===== config.mk =====
export PLATFORM = sky130hd
export DESIGN_NAME = tie_top
export DESIGN_NICKNAME = d
export VERILOG_FILES = /design/src/logic/tie_pkg.sv /design/src/logic/tie_evt.sv /design/src/logic/tie_top.sv
export SDC_FILE = /design/constraint.sdc
export NUM_CORES = 1
export LEC_CHECK = 0
export BUFFER_PORTS_ARGS = -buffer_cell sky130_fd_sc_hd__buf_2
export CAP_MARGIN = 5
export CORE_MARGIN = 5
export CORE_UTILIZATION = 50
export CTS_BUF_LIST = sky130_fd_sc_hd__clkbuf_2
export CTS_CLUSTER_DIAMETER = 150
export DETAILED_ROUTE_END_ITERATION = 12
export PLACE_DENSITY_LB_ADDON = 0.25
export SYNTH_ARGS = -nofsm -noshare
export SYNTH_HDL_FRONTEND = slang
export SYNTH_SLANG_ARGS = --single-unit

===== constraint.sdc =====
create_clock -name clk -period 6.6 [get_ports clk]
set_clock_uncertainty 0.15 [all_clocks]
set_input_delay 0 -clock clk [delete_from_list [all_inputs] [get_ports clk]]
set_output_delay 0 -clock clk [all_outputs]
set_load 0.005 [all_outputs]

===== src/logic/tie_pkg.sv =====
// Purpose: shared constants for the timer interrupt-enable block
// Assumes: 32-bit register port, byte addresses
// Notes: bit layout is four bits per timer, bit 3 of each nibble unused

package tie_pkg;

  // ----------------------------------------------------------------------
  // register map
  // ----------------------------------------------------------------------
  localparam logic [7:0] TIE_ADDR_STATUS = 8'h60; // status, write one clears
  localparam logic [7:0] TIE_ADDR_MASK = 8'h64;   // interrupt output mask
  localparam logic [7:0] TIE_ADDR_EN_SET = 8'h6c; // irq_enable_set
  localparam logic [7:0] TIE_ADDR_EN_CLR = 8'h70; // irq_enable_clear
  localparam logic [7:0] TIE_ADDR_EN_RD = 8'h78;  // enable readback

  // ----------------------------------------------------------------------
  // field layout and reset values
  // ----------------------------------------------------------------------
  localparam int TIE_TIMERS = 6;                   // number of timers
  localparam int TIE_NIB = 4;                      // bits per timer
  localparam int TIE_POS_A = 0;                    // first match source
  localparam int TIE_POS_B = 1;                    // second match source
  localparam int TIE_POS_OVF = 2;                  // overflow source
  localparam logic [31:0] TIE_VALID = 32'h0077_7777; // defined source bits
  localparam logic [31:0] TIE_RST = 32'h0000_0000;   // reset of all regs
  localparam int TIE_CNT_W = 16;                   // counter width

endpackage : tie_pkg


===== src/logic/tie_evt.sv =====
// Purpose: one timer's compare and overflow event detector
// Assumes: counter and compares come from the same clock domain
// Notes: match pulses fire on the cycle a value is first reached, the overflow event follows ovf_in every cycle

`timescale 1ns/1ns
`default_nettype none

module tie_evt #(
  parameter int W = tie_pkg::TIE_CNT_W
) (
  input wire logic clk,
  input wire logic sys_rst,
  input wire logic [W-1:0] cnt,
  input wire logic [W-1:0] cmp_a,
  input wire logic [W-1:0] cmp_b,
  input wire logic ovf_in,
  output logic [2:0] evt
);
  import tie_pkg::*;

  logic [W-1:0] cnt_prev_reg; // counter last cycle, for first-hit edge
  logic hit_a;                // counter equals first compare
  logic hit_b;                // counter equals second compare

  // ----------------------------------------------------------------------
  // match detection
  // ----------------------------------------------------------------------
  assign hit_a = (cnt == cmp_a) && (cnt_prev_reg != cmp_a); // RULE9
  assign hit_b = (cnt == cmp_b) && (cnt_prev_reg != cmp_b); // RULE9

  // remembers last counter value
  always_ff @(posedge clk or posedge sys_rst) begin
    if (sys_rst) begin
      cnt_prev_reg <= '0;
    end else begin
      cnt_prev_reg <= cnt;
    end
  end

  // event vector in source bit order
  always_comb begin
    evt = 3'h0;
    evt[TIE_POS_A] = hit_a;
    evt[TIE_POS_B] = hit_b;
    evt[TIE_POS_OVF] = ovf_in; // RULE9
  end

endmodule : tie_evt

`default_nettype wire


===== src/logic/tie_top.sv =====
// Purpose: interrupt enable set/clear gating for six timers
// Assumes: single 20 MHz clock, timer inputs on the same clock
// Notes: sources disabled drop out of status and interrupt output
//
// Functional notes
// RULE1: set register ones turn enables on
// RULE2: clear register ones turn enables off
// RULE3: timer one sources at bits 0..2
// RULE4: timer two sources at bits 4..6
// RULE5: timer three sources at bits 8..10
// RULE6: timer four sources at bits 12..14
// RULE7: timer five sources at bits 16..18
// RULE8: timer six sources at bits 20..22
// RULE9: match on compare equal, overflow on wrap
// RULE10: events raise interrupt and set status
// RULE11: enables reset off, gate, reserved ignored
// RULE12: clear bit 18 disables timer five overflow
//
// The address-and-strobe port was decided locally.

`timescale 1ns/1ns
`default_nettype none

module tie_top #(
  parameter int W = tie_pkg::TIE_CNT_W
) (
  input wire logic clk,
  input wire logic sys_rst,
  input wire logic [7:0] reg_addr,
  input wire logic [31:0] reg_wdata,
  input wire logic reg_wr,
  input wire logic reg_rd,
  output logic [31:0] reg_rdata,
  input wire logic [6*W-1:0] tmr_cnt,
  input wire logic [6*W-1:0] tmr_cmp_a,
  input wire logic [6*W-1:0] tmr_cmp_b,
  input wire logic [5:0] tmr_ovf,
  output logic irq
);
  import tie_pkg::*;

  // ----------------------------------------------------------------------
  // declarations
  // ----------------------------------------------------------------------
  logic [31:0] irq_en_reg;     // one enable per source
  logic [31:0] irq_status_reg; // sticky event flags
  logic [31:0] irq_mask_reg;   // one means passed to irq
  logic [31:0] evt_vec;        // raw events at source bit positions
  logic [31:0] rdata_next;     // read mux output
  logic wr_set;                // write to irq_enable_set
  logic wr_clr;                // write to irq_enable_clear
  logic wr_sts;                // write to status
  logic wr_msk;                // write to mask
  logic [3*TIE_TIMERS-1:0] ev_all; // three events per timer, flat

  // maps timer and source to its register bit, four bits per timer
  // RULE3 RULE4 RULE5 RULE6 RULE7 RULE8
  function automatic int src_bit(input int t, input int s);
    return t * TIE_NIB + s;
  endfunction : src_bit

  // ----------------------------------------------------------------------
  // event detectors
  // ----------------------------------------------------------------------
  genvar g;
  generate
    for (g = 0; g < TIE_TIMERS; g++) begin : g_tmr
      // flat vector so the placement loop can index it by variable
      tie_evt #(.W(W)) u_evt (
        .clk(clk),
        .sys_rst(sys_rst),
        .cnt(tmr_cnt[g*W +: W]),
        .cmp_a(tmr_cmp_a[g*W +: W]),
        .cmp_b(tmr_cmp_b[g*W +: W]),
        .ovf_in(tmr_ovf[g]),
        .evt(ev_all[g*3 +: 3])
      );
    end
  endgenerate

  // places each timer's events into its nibble
  always_comb begin
    evt_vec = 32'h0;
    for (int t = 0; t < TIE_TIMERS; t++) begin
      evt_vec[src_bit(t, TIE_POS_A)] = ev_all[t*3 + 0];   // RULE9
      evt_vec[src_bit(t, TIE_POS_B)] = ev_all[t*3 + 1];   // RULE9
      evt_vec[src_bit(t, TIE_POS_OVF)] = ev_all[t*3 + 2]; // RULE9
    end
  end

  // ----------------------------------------------------------------------
  // address decode
  // ----------------------------------------------------------------------
  assign wr_set = reg_wr && (reg_addr == TIE_ADDR_EN_SET);
  assign wr_clr = reg_wr && (reg_addr == TIE_ADDR_EN_CLR);
  assign wr_sts = reg_wr && (reg_addr == TIE_ADDR_STATUS);
  assign wr_msk = reg_wr && (reg_addr == TIE_ADDR_MASK);

  // ----------------------------------------------------------------------
  // enable flip-flops
  // ----------------------------------------------------------------------
  // set ones, clear ones, zeros and reserved bits have no effect
  always_ff @(posedge clk or posedge sys_rst) begin
    if (sys_rst) begin
      irq_en_reg <= TIE_RST; // RULE11
    end else if (wr_set) begin
      irq_en_reg <= irq_en_reg | (reg_wdata & TIE_VALID); // RULE1
    end else if (wr_clr) begin
      // bit 18 is timer five overflow, same as in set
      irq_en_reg <= irq_en_reg & ~(reg_wdata & TIE_VALID); // RULE2 RULE12
    end
  end

  // ----------------------------------------------------------------------
  // status and mask
  // ----------------------------------------------------------------------
  // enabled events set status, set wins over write-one clear
  always_ff @(posedge clk or posedge sys_rst) begin
    if (sys_rst) begin
      irq_status_reg <= TIE_RST;
    end else begin
      irq_status_reg <= ((wr_sts ? irq_status_reg & ~reg_wdata
                                 : irq_status_reg)
                         | (evt_vec & irq_en_reg)) & TIE_VALID; // RULE10
    end
  end

  // mask register, one passes the status bit to irq
  always_ff @(posedge clk or posedge sys_rst) begin
    if (sys_rst) begin
      irq_mask_reg <= TIE_RST;
    end else if (wr_msk) begin
      irq_mask_reg <= reg_wdata & TIE_VALID;
    end
  end

  // interrupt output, registered; only enabled sources reach it
  always_ff @(posedge clk or posedge sys_rst) begin
    if (sys_rst) begin
      irq <= 1'b0;
    end else begin
      irq <= |(irq_status_reg & irq_mask_reg & irq_en_reg); // RULE11
    end
  end

  // ----------------------------------------------------------------------
  // read port
  // ----------------------------------------------------------------------
  always_comb begin
    if (reg_addr == TIE_ADDR_STATUS) begin
      rdata_next = irq_status_reg;
    end else if (reg_addr == TIE_ADDR_MASK) begin
      rdata_next = irq_mask_reg;
    end else if (reg_addr == TIE_ADDR_EN_RD) begin
      rdata_next = irq_en_reg;
    end else begin
      rdata_next = 32'h0; // set, clear and unmapped read zero
    end
  end

  // read data valid only the cycle after the strobe
  always_ff @(posedge clk or posedge sys_rst) begin
    if (sys_rst) begin
      reg_rdata <= 32'h0;
    end else begin
      reg_rdata <= reg_rd ? rdata_next : 32'h0;
    end
  end

  // ----------------------------------------------------------------------
  // assertions
  // ----------------------------------------------------------------------
  // a set write turns each written defined bit on
  a_set_turns_on: assert property (@(posedge clk) // RULE1
    disable iff (sys_rst)
    wr_set |=> ((irq_en_reg & $past(reg_wdata) & TIE_VALID)
                == ($past(reg_wdata) & TIE_VALID)))
    else $error("set write did not enable");

  // zeros in a set write leave enables alone
  a_set_keeps: assert property (@(posedge clk) // RULE1
    disable iff (sys_rst)
    wr_set |=> ((irq_en_reg & ~$past(reg_wdata))
                == ($past(irq_en_reg) & ~$past(reg_wdata))))
    else $error("set write changed zero bits");

  // a clear write turns each written bit off
  a_clr_turns_off: assert property (@(posedge clk) // RULE2
    disable iff (sys_rst)
    wr_clr |=> ((irq_en_reg & $past(reg_wdata)) == 32'h0))
    else $error("clear write did not disable");

  // zeros in a clear write leave enables alone
  a_clr_keeps: assert property (@(posedge clk) // RULE2
    disable iff (sys_rst)
    wr_clr |=> ((irq_en_reg & ~$past(reg_wdata))
                == ($past(irq_en_reg) & ~$past(reg_wdata))))
    else $error("clear write changed zero bits");

  // reserved enable bits never hold a one
  a_reserved_zero: assert property (@(posedge clk) // RULE11
    disable iff (sys_rst)
    (irq_en_reg & ~TIE_VALID) == 32'h0)
    else $error("reserved enable bit set");

  // timer one overflow lands at bit 2
  a_t1_ovf_bit: assert property (@(posedge clk) // RULE3
    disable iff (sys_rst)
    (tmr_ovf[0] && irq_en_reg[2]) |=> irq_status_reg[2])
    else $error("timer one overflow not at bit 2");

  // timer two overflow lands at bit 6
  a_t2_ovf_bit: assert property (@(posedge clk) // RULE4
    disable iff (sys_rst)
    (tmr_ovf[1] && irq_en_reg[6]) |=> irq_status_reg[6])
    else $error("timer two overflow not at bit 6");

  // timer three overflow lands at bit 10
  a_t3_ovf_bit: assert property (@(posedge clk) // RULE5
    disable iff (sys_rst)
    (tmr_ovf[2] && irq_en_reg[10]) |=> irq_status_reg[10])
    else $error("timer three overflow not at bit 10");

  // timer four overflow lands at bit 14
  a_t4_ovf_bit: assert property (@(posedge clk) // RULE6
    disable iff (sys_rst)
    (tmr_ovf[3] && irq_en_reg[14]) |=> irq_status_reg[14])
    else $error("timer four overflow not at bit 14");

  // timer five overflow lands at bit 18
  a_t5_ovf_bit: assert property (@(posedge clk) // RULE7
    disable iff (sys_rst)
    (tmr_ovf[4] && irq_en_reg[18]) |=> irq_status_reg[18])
    else $error("timer five overflow not at bit 18");

  // timer six overflow lands at bit 22
  a_t6_ovf_bit: assert property (@(posedge clk) // RULE8
    disable iff (sys_rst)
    (tmr_ovf[5] && irq_en_reg[22]) |=> irq_status_reg[22])
    else $error("timer six overflow not at bit 22");

  // clear bit 18 drops timer five overflow enable
  a_t5_clr_18: assert property (@(posedge clk) // RULE12
    disable iff (sys_rst)
    (wr_clr && reg_wdata[18]) |=> !irq_en_reg[18])
    else $error("clear bit 18 kept timer five overflow");

  // a disabled timer five overflow never reaches status
  a_disabled_quiet: assert property (@(posedge clk) // RULE11
    disable iff (sys_rst)
    (tmr_ovf[4] && !irq_en_reg[18] && !irq_status_reg[18] && !wr_set)
    |=> !irq_status_reg[18])
    else $error("disabled source set status");

  // new status bits only appear where enabled
  a_status_needs_en: assert property (@(posedge clk) // RULE11
    disable iff (sys_rst)
    ((irq_status_reg & ~$past(irq_status_reg) & ~$past(irq_en_reg))
     == 32'h0))
    else $error("status set without enable");

  // reserved status bits never hold a one
  a_status_reserved: assert property (@(posedge clk) // RULE11
    disable iff (sys_rst)
    (irq_status_reg & ~TIE_VALID) == 32'h0)
    else $error("reserved status bit set");

  // first hit of the first compare gives a match event
  a_match_edge: assert property (@(posedge clk) // RULE9
    disable iff (sys_rst)
    (!$past(sys_rst) && (tmr_cnt[W-1:0] == tmr_cmp_a[W-1:0])
     && ($past(tmr_cnt[W-1:0]) != tmr_cmp_a[W-1:0])) |-> evt_vec[0])
    else $error("timer one first match missed");

  // a counter resting on the compare fires only once
  a_match_stays: assert property (@(posedge clk) // RULE9
    disable iff (sys_rst)
    (!$past(sys_rst) && ($past(tmr_cnt[W-1:0]) == tmr_cmp_a[W-1:0]))
    |-> !evt_vec[0])
    else $error("timer one match repeated");

  // any pending unmasked enabled source raises irq
  a_irq_follows: assert property (@(posedge clk) // RULE10
    disable iff (sys_rst)
    (|(irq_status_reg & irq_mask_reg & irq_en_reg)) |=> irq)
    else $error("interrupt not raised");

  // nothing pending keeps irq low
  a_irq_low: assert property (@(posedge clk) // RULE11
    disable iff (sys_rst)
    !(|(irq_status_reg & irq_mask_reg & irq_en_reg)) |=> !irq)
    else $error("interrupt raised with nothing pending");

  // read data is zero outside the cycle after a read
  a_rdata_idle: assert property (@(posedge clk)
    disable iff (sys_rst)
    !reg_rd |=> (reg_rdata == 32'h0))
    else $error("read data outside read cycle");

  // the set register reads back as zero
  a_rd_set_zero: assert property (@(posedge clk)
    disable iff (sys_rst)
    (reg_rd && (reg_addr == TIE_ADDR_EN_SET)) |=> (reg_rdata == 32'h0))
    else $error("set register read not zero");

  // ----------------------------------------------------------------------
  // scenario covers
  // ----------------------------------------------------------------------
  c_set: cover property (@(posedge clk) disable iff (sys_rst) wr_set);
  c_clr: cover property (@(posedge clk) disable iff (sys_rst)
    wr_clr ##1 (irq_en_reg == 32'h0));
  c_irq: cover property (@(posedge clk) disable iff (sys_rst) $rose(irq));
  c_match: cover property (@(posedge clk) disable iff (sys_rst)
    evt_vec[0] && irq_en_reg[0]);
  c_rd_en: cover property (@(posedge clk) disable iff (sys_rst)
    reg_rd && (reg_addr == TIE_ADDR_EN_RD));

endmodule : tie_top

`default_nettype wire


==> results of run 1 <==
==> through the flow <==
step / util [%] / instance area, µm² / worst slack [ns] / hold slack, ns / std cells
after global placement: 60.7 / 11900 / 4.32 / 0.00307 / 1518
after floorplan: - / 9970 / 1.87 / -0.119 / 939
after detailed placement: 60.7 / 11900 / 4.27 / 0.00598 / 1518
==> cells in the mapped netlist, types with 2 or more instances <==
master / number / share of area [%]
xnor2_1: 204 / 18
xor2_1: 180 / 16
dfrtp_1: 169 / 43
nand4_1: 53 / 3.3
nor4_1: 48 / 3.0
nand3_1: 46 / 2.3
nor3_1: 31 / 1.6
a22o_1: 24 / 2.1
nor2_1: 19 / 0.72
a22oi_1: 18 / 1.4
mux2_2: 18 / 2.0
nand2_1: 18 / 0.68
nand2b_1: 18 / 1.1
buf_4: 14 / 1.1
inv_1: 13 / 0.49
o21ai_0: 12 / 0.61
o31ai_1: 12 / 0.91
clkbuf_1: 10 / 0.38
buf_2: 4 / 0.20
and3_1: 3 / 0.19
a31oi_1: 2 / 0.13
==> kinds of logic after synthesis <==
kind of cell	synth area share, %
mux	2.04
buf+inv	2.24
flops	42.6
simple gates	14.0
compound gates	5.12
xor+xnor	33.9
other cells	0.0378
==> impl_metrics.yaml, run 1 <==
status:
  outcome: "stopped before the end"
  haltStage: "4_1_cts"
  tool.error: "[ERROR RSZ-0060] Max buffer count reached."
placed_design:
  place.gp.congestion: 0.874
  io_buffers: 342
  hpwlAfterDp_um: 22800
clocking:
  htree_levels: 4
  cts-buffers-inserted: 17
  cts_root_buf: "clkbuf_2"
  cts.sinks: 169
  cts_resized: 0
  cts_setup_buffers: 0
  clockBufferDepth: 2
  hold_buffers: 311
synthesis:
  yosys_warnings: 0
  syn_avg_cell_area_um2: 10.7
  syn_inst: 926
  synth-edff-count: 0
  yosys_most_used_dff: "dfrtp_1"
  ys_ff_latch: 169
  synthesis.area_um2: 9920
  synth_cell_type_count: 31
  ys_seq_area_share_pct: 42.6
  async_reset_ff_share_pct: 100
floorplanning:
  num_rows: 51
  io_pins: 371
  die_x_um: 151
  start_util_pct: 50.8
  die-height_um: 151
==> inputs of run 2 (changes only) <==
Settings changed: CORE_UTILIZATION 50 to 35, CTS_BUF_LIST sky130_fd_sc_hd__clkbuf_2 to unset, CTS_CLUSTER_DIAMETER 150 to unset, PLACE_DENSITY_LB_ADDON 0.25 to 0.15.
==> run 2 against run 1 <==
  * The flow now finishes without violations
  * Synthesized cell count unchanged
  * Area after synthesis unchanged
==> impl_metrics.yaml, run 2 <==
synthesis:
  synth-edff-count: 0
  syn_inst: 926
  synthesis.area_um2: 9920
  async_reset_ff_share_pct: 100
  yosys_most_used_dff: "dfrtp_1"
  synth_fa_ha_area_share_pct: 0
  ys_ff_latch: 169
  synth_top_family_by_area: "XOR/XNOR gates"
  yosys_warnings: 0
  yosysTopAreaCell: "dfrtp_1"
  yosysMostFrequentCell: "xnor2_1"
  synth_cell_type_count: 31
  muxShareOfSynthArea_pct: 2.04
  synthTopCellsByArea: "dfrtp_1, xnor2_1, xor2_1"
  synthXorXnorAreaFrac_pct: 33.9
  synth_commonest_cells: "xnor2_1, xor2_1, dfrtp_1"
  synth_top_area_share_pct: 42.6
  synth_compound_area_share_pct: 5.12
  ys_seq_area_share_pct: 42.6
  syn_avg_cell_area_um2: 10.7
  synth_simple_gate_area_share_pct: 14.0
floorplanning:
  start_util_pct: 35.6
  die_area_um2: 31800
  io_pins: 371
  num_rows: 61
  die_x_um: 178
  die-height_um: 178
  core_area_um2: 27900
placed_design:
  hpwlAfterDp_um: 24700
  place.gp.congestion: 0.843
  io_buffers: 342
cells_and_area:
  mostFrequentLayoutCells: "buf_2, xnor2_1, xor2_1"
  layout_commonest_cell: "buf_2"
  synthToLayoutAreaGrowth_pct: 44.1
  drive_above_1_share_pct: 27.6
  final_nets: 1775
power_and_ir_drop:
  p_sw_share_pct: 27.3
  p_leak_nw: 6.35
  p_comb_share_pct: 19.8
  power.total_mw: 2.82
  p_sw_uw: 768
  p_clk_share_pct: 39.7
  p_per_area_nw_per_um2: 197
  seqPwrFrac_pct: 40.4
  peakVddDrop_mv: 0.151
  power_report.internal_total_mw: 2.05
grt:
  groute.usage.overall_pct: 20.2
  grt_start_max_net_pins: 67
  grt_antenna_before_repair: 0
  grt_pass1_vias: 9330
  grt_overflow: 0
  grt_pass1_wl_um: 50200
routing:
  totalWireLength_um: 32700
  firstDrtPassIters: 5
  drc: 0
  drt-wirelength-per-cell_um: 17.9
  viasPerCell: 4.76
  vias: 8698
  ant_nets: 0
  drtIter0Drc: 411
sta:
  clock.fmax_mhz: 387
  min_period_ns: 2.59
  tightest_slew_ns: 1.10
  period_share_pct: 39.2
  fin_tns_setup_ns: 0
  final-setup-viol-count: 0
  slew_headroom_pct: 26.6
  rsz0062_at_grt: "false"
  finalHoldViolations: 0
  slew_viol_final: 0
worst_setup_path:
  timing.rr.end: "irq_status_reg[5]"
  ff2ff_setup_slack_ns: 4.35
  startpoint_type: "primary input"
  crit_required_ns: 6.81
  crit_fanout: 3
  criticalPathCategory: "in -> reg"
  r2r-start: "g_tmr[1].u_evt.cnt_prev_reg[13]"
  worstRegToRegCells: 5
  cp_data_arrival_time_ns: 2.80
  endpoint_kind: "flip-flop"
clocking:
  htree_levels: 4
  insertion_delay_ns: 0.42
  clockBufferDepth: 2
  cts.sinks: 169
  cts_setup_buffers: 0
  cts_root_buf: "clkbuf_16"
  clk_pin_slew_worst_paths_ns: 0.08
  cts-buffers-inserted: 17
  tritoncts: "built"
status:
  outcome: "completed"
worst_hold_path:
  worstHoldEndpoint: "irq_mask_reg[4]"
  worstHoldStart: "reg_addr[3]"
  hold_depth: 3
  min_path_type: "in -> reg"
flow_run:
  cap_violations: 0
## run 2: cell counts after synthesis
Identical to the previous run, type by type.
## run 2: worst max-delay path by stage
stage                           start                  to  cells past startpoint
after floorplan               sys_rst           async pin                      1
after global placement    reg_addr[1]    irq_mask_reg[17]                      5
after detailed placement  reg_addr[1]    irq_mask_reg[18]                      5
after CTS                 tmr_cnt[18]   irq_status_reg[4]                      8
after global routing      tmr_cnt[78]  irq_status_reg[16]                      8
final                     tmr_cnt[68]  irq_status_reg[16]                      8
## run 2: final cells by class
type                    count  area (µm²)
multi-input cells         728        5520
repair buffers            508        3370
well taps                 378         473
inverters                  13        53.8
diodes                      1        2.50
fillers                  2562       13600
flip-flops and latches    169        4230
clock inverters            14         209
clock buffers              18         439
## run 2: logic make-up (layout without fill, tap and decap cells)
family | after synthesis | after routing
multiplexers | 18 | 18
AO/OA/AOI/OAI | 68 | 68
other | 1 | 15
AND/OR/NAND/NOR | 244 | 244
buffers and inverters | 42 | 553
XOR/XNOR | 384 | 384
flip-flops | 169 | 169
## run 2: through the flow
stage | cell area [µm²] | worst slack (ns) | util, % | std cells | hold WS (ns)
6_report | 14300 | 4.01 | 51.3 | 1829 | 0.0382
5_1_grt | 14300 | 3.81 | 51.3 | 1828 | 0.0292
4_1_cts | 14300 | 4.03 | 51.3 | 1828 | 0.0152
3_5_place_dp | 12000 | 4.16 | 43.1 | 1632 | -0.0931
3_3_place_gp | 12000 | 4.24 | 43.1 | 1632 | -0.0907
2_1_floorplan | 9970 | 1.87 | - | 939 | -0.119
## run 2: what timing repair did
action,CTS,global route
resized for setup,0,0
endpoints found under the hold margin,191,0
hold buffers,164,0
## run 2: power groups by stage
stage	sequential [mW]	clock [mW]	combinational, mW
5_1_grt	1.15	1.20	0.612
4_1_cts	1.14	1.15	0.561
2_1_floorplan	1.15	0	0.255
3_3_place_gp	1.16	0	0.474
3_5_place_dp	1.16	0	0.476
6_report	1.14	1.12	0.558
## run 2: critical path, stage by stage
cell,delay (ns)
dlygate4sd3_1,0.53
buf_2,0.15
xor2_1,0.16
nor4_1,0.48
nand3_1,0.13
dlygate4sd3_1,0.58
o31ai_1,0.22
dlygate4sd3_1,0.57
## run 2: per-layer routing
metal  routed length, µm  vias up  GRT usage, %
met5                   0        -             0
met4                 311        0          4.09
met3                1940       22          4.26
met2               16200      270          34.9
met1               14200     4170          26.2
li1                    -     4236             -
Note: power is estimated with default switching activity, not from simulation.
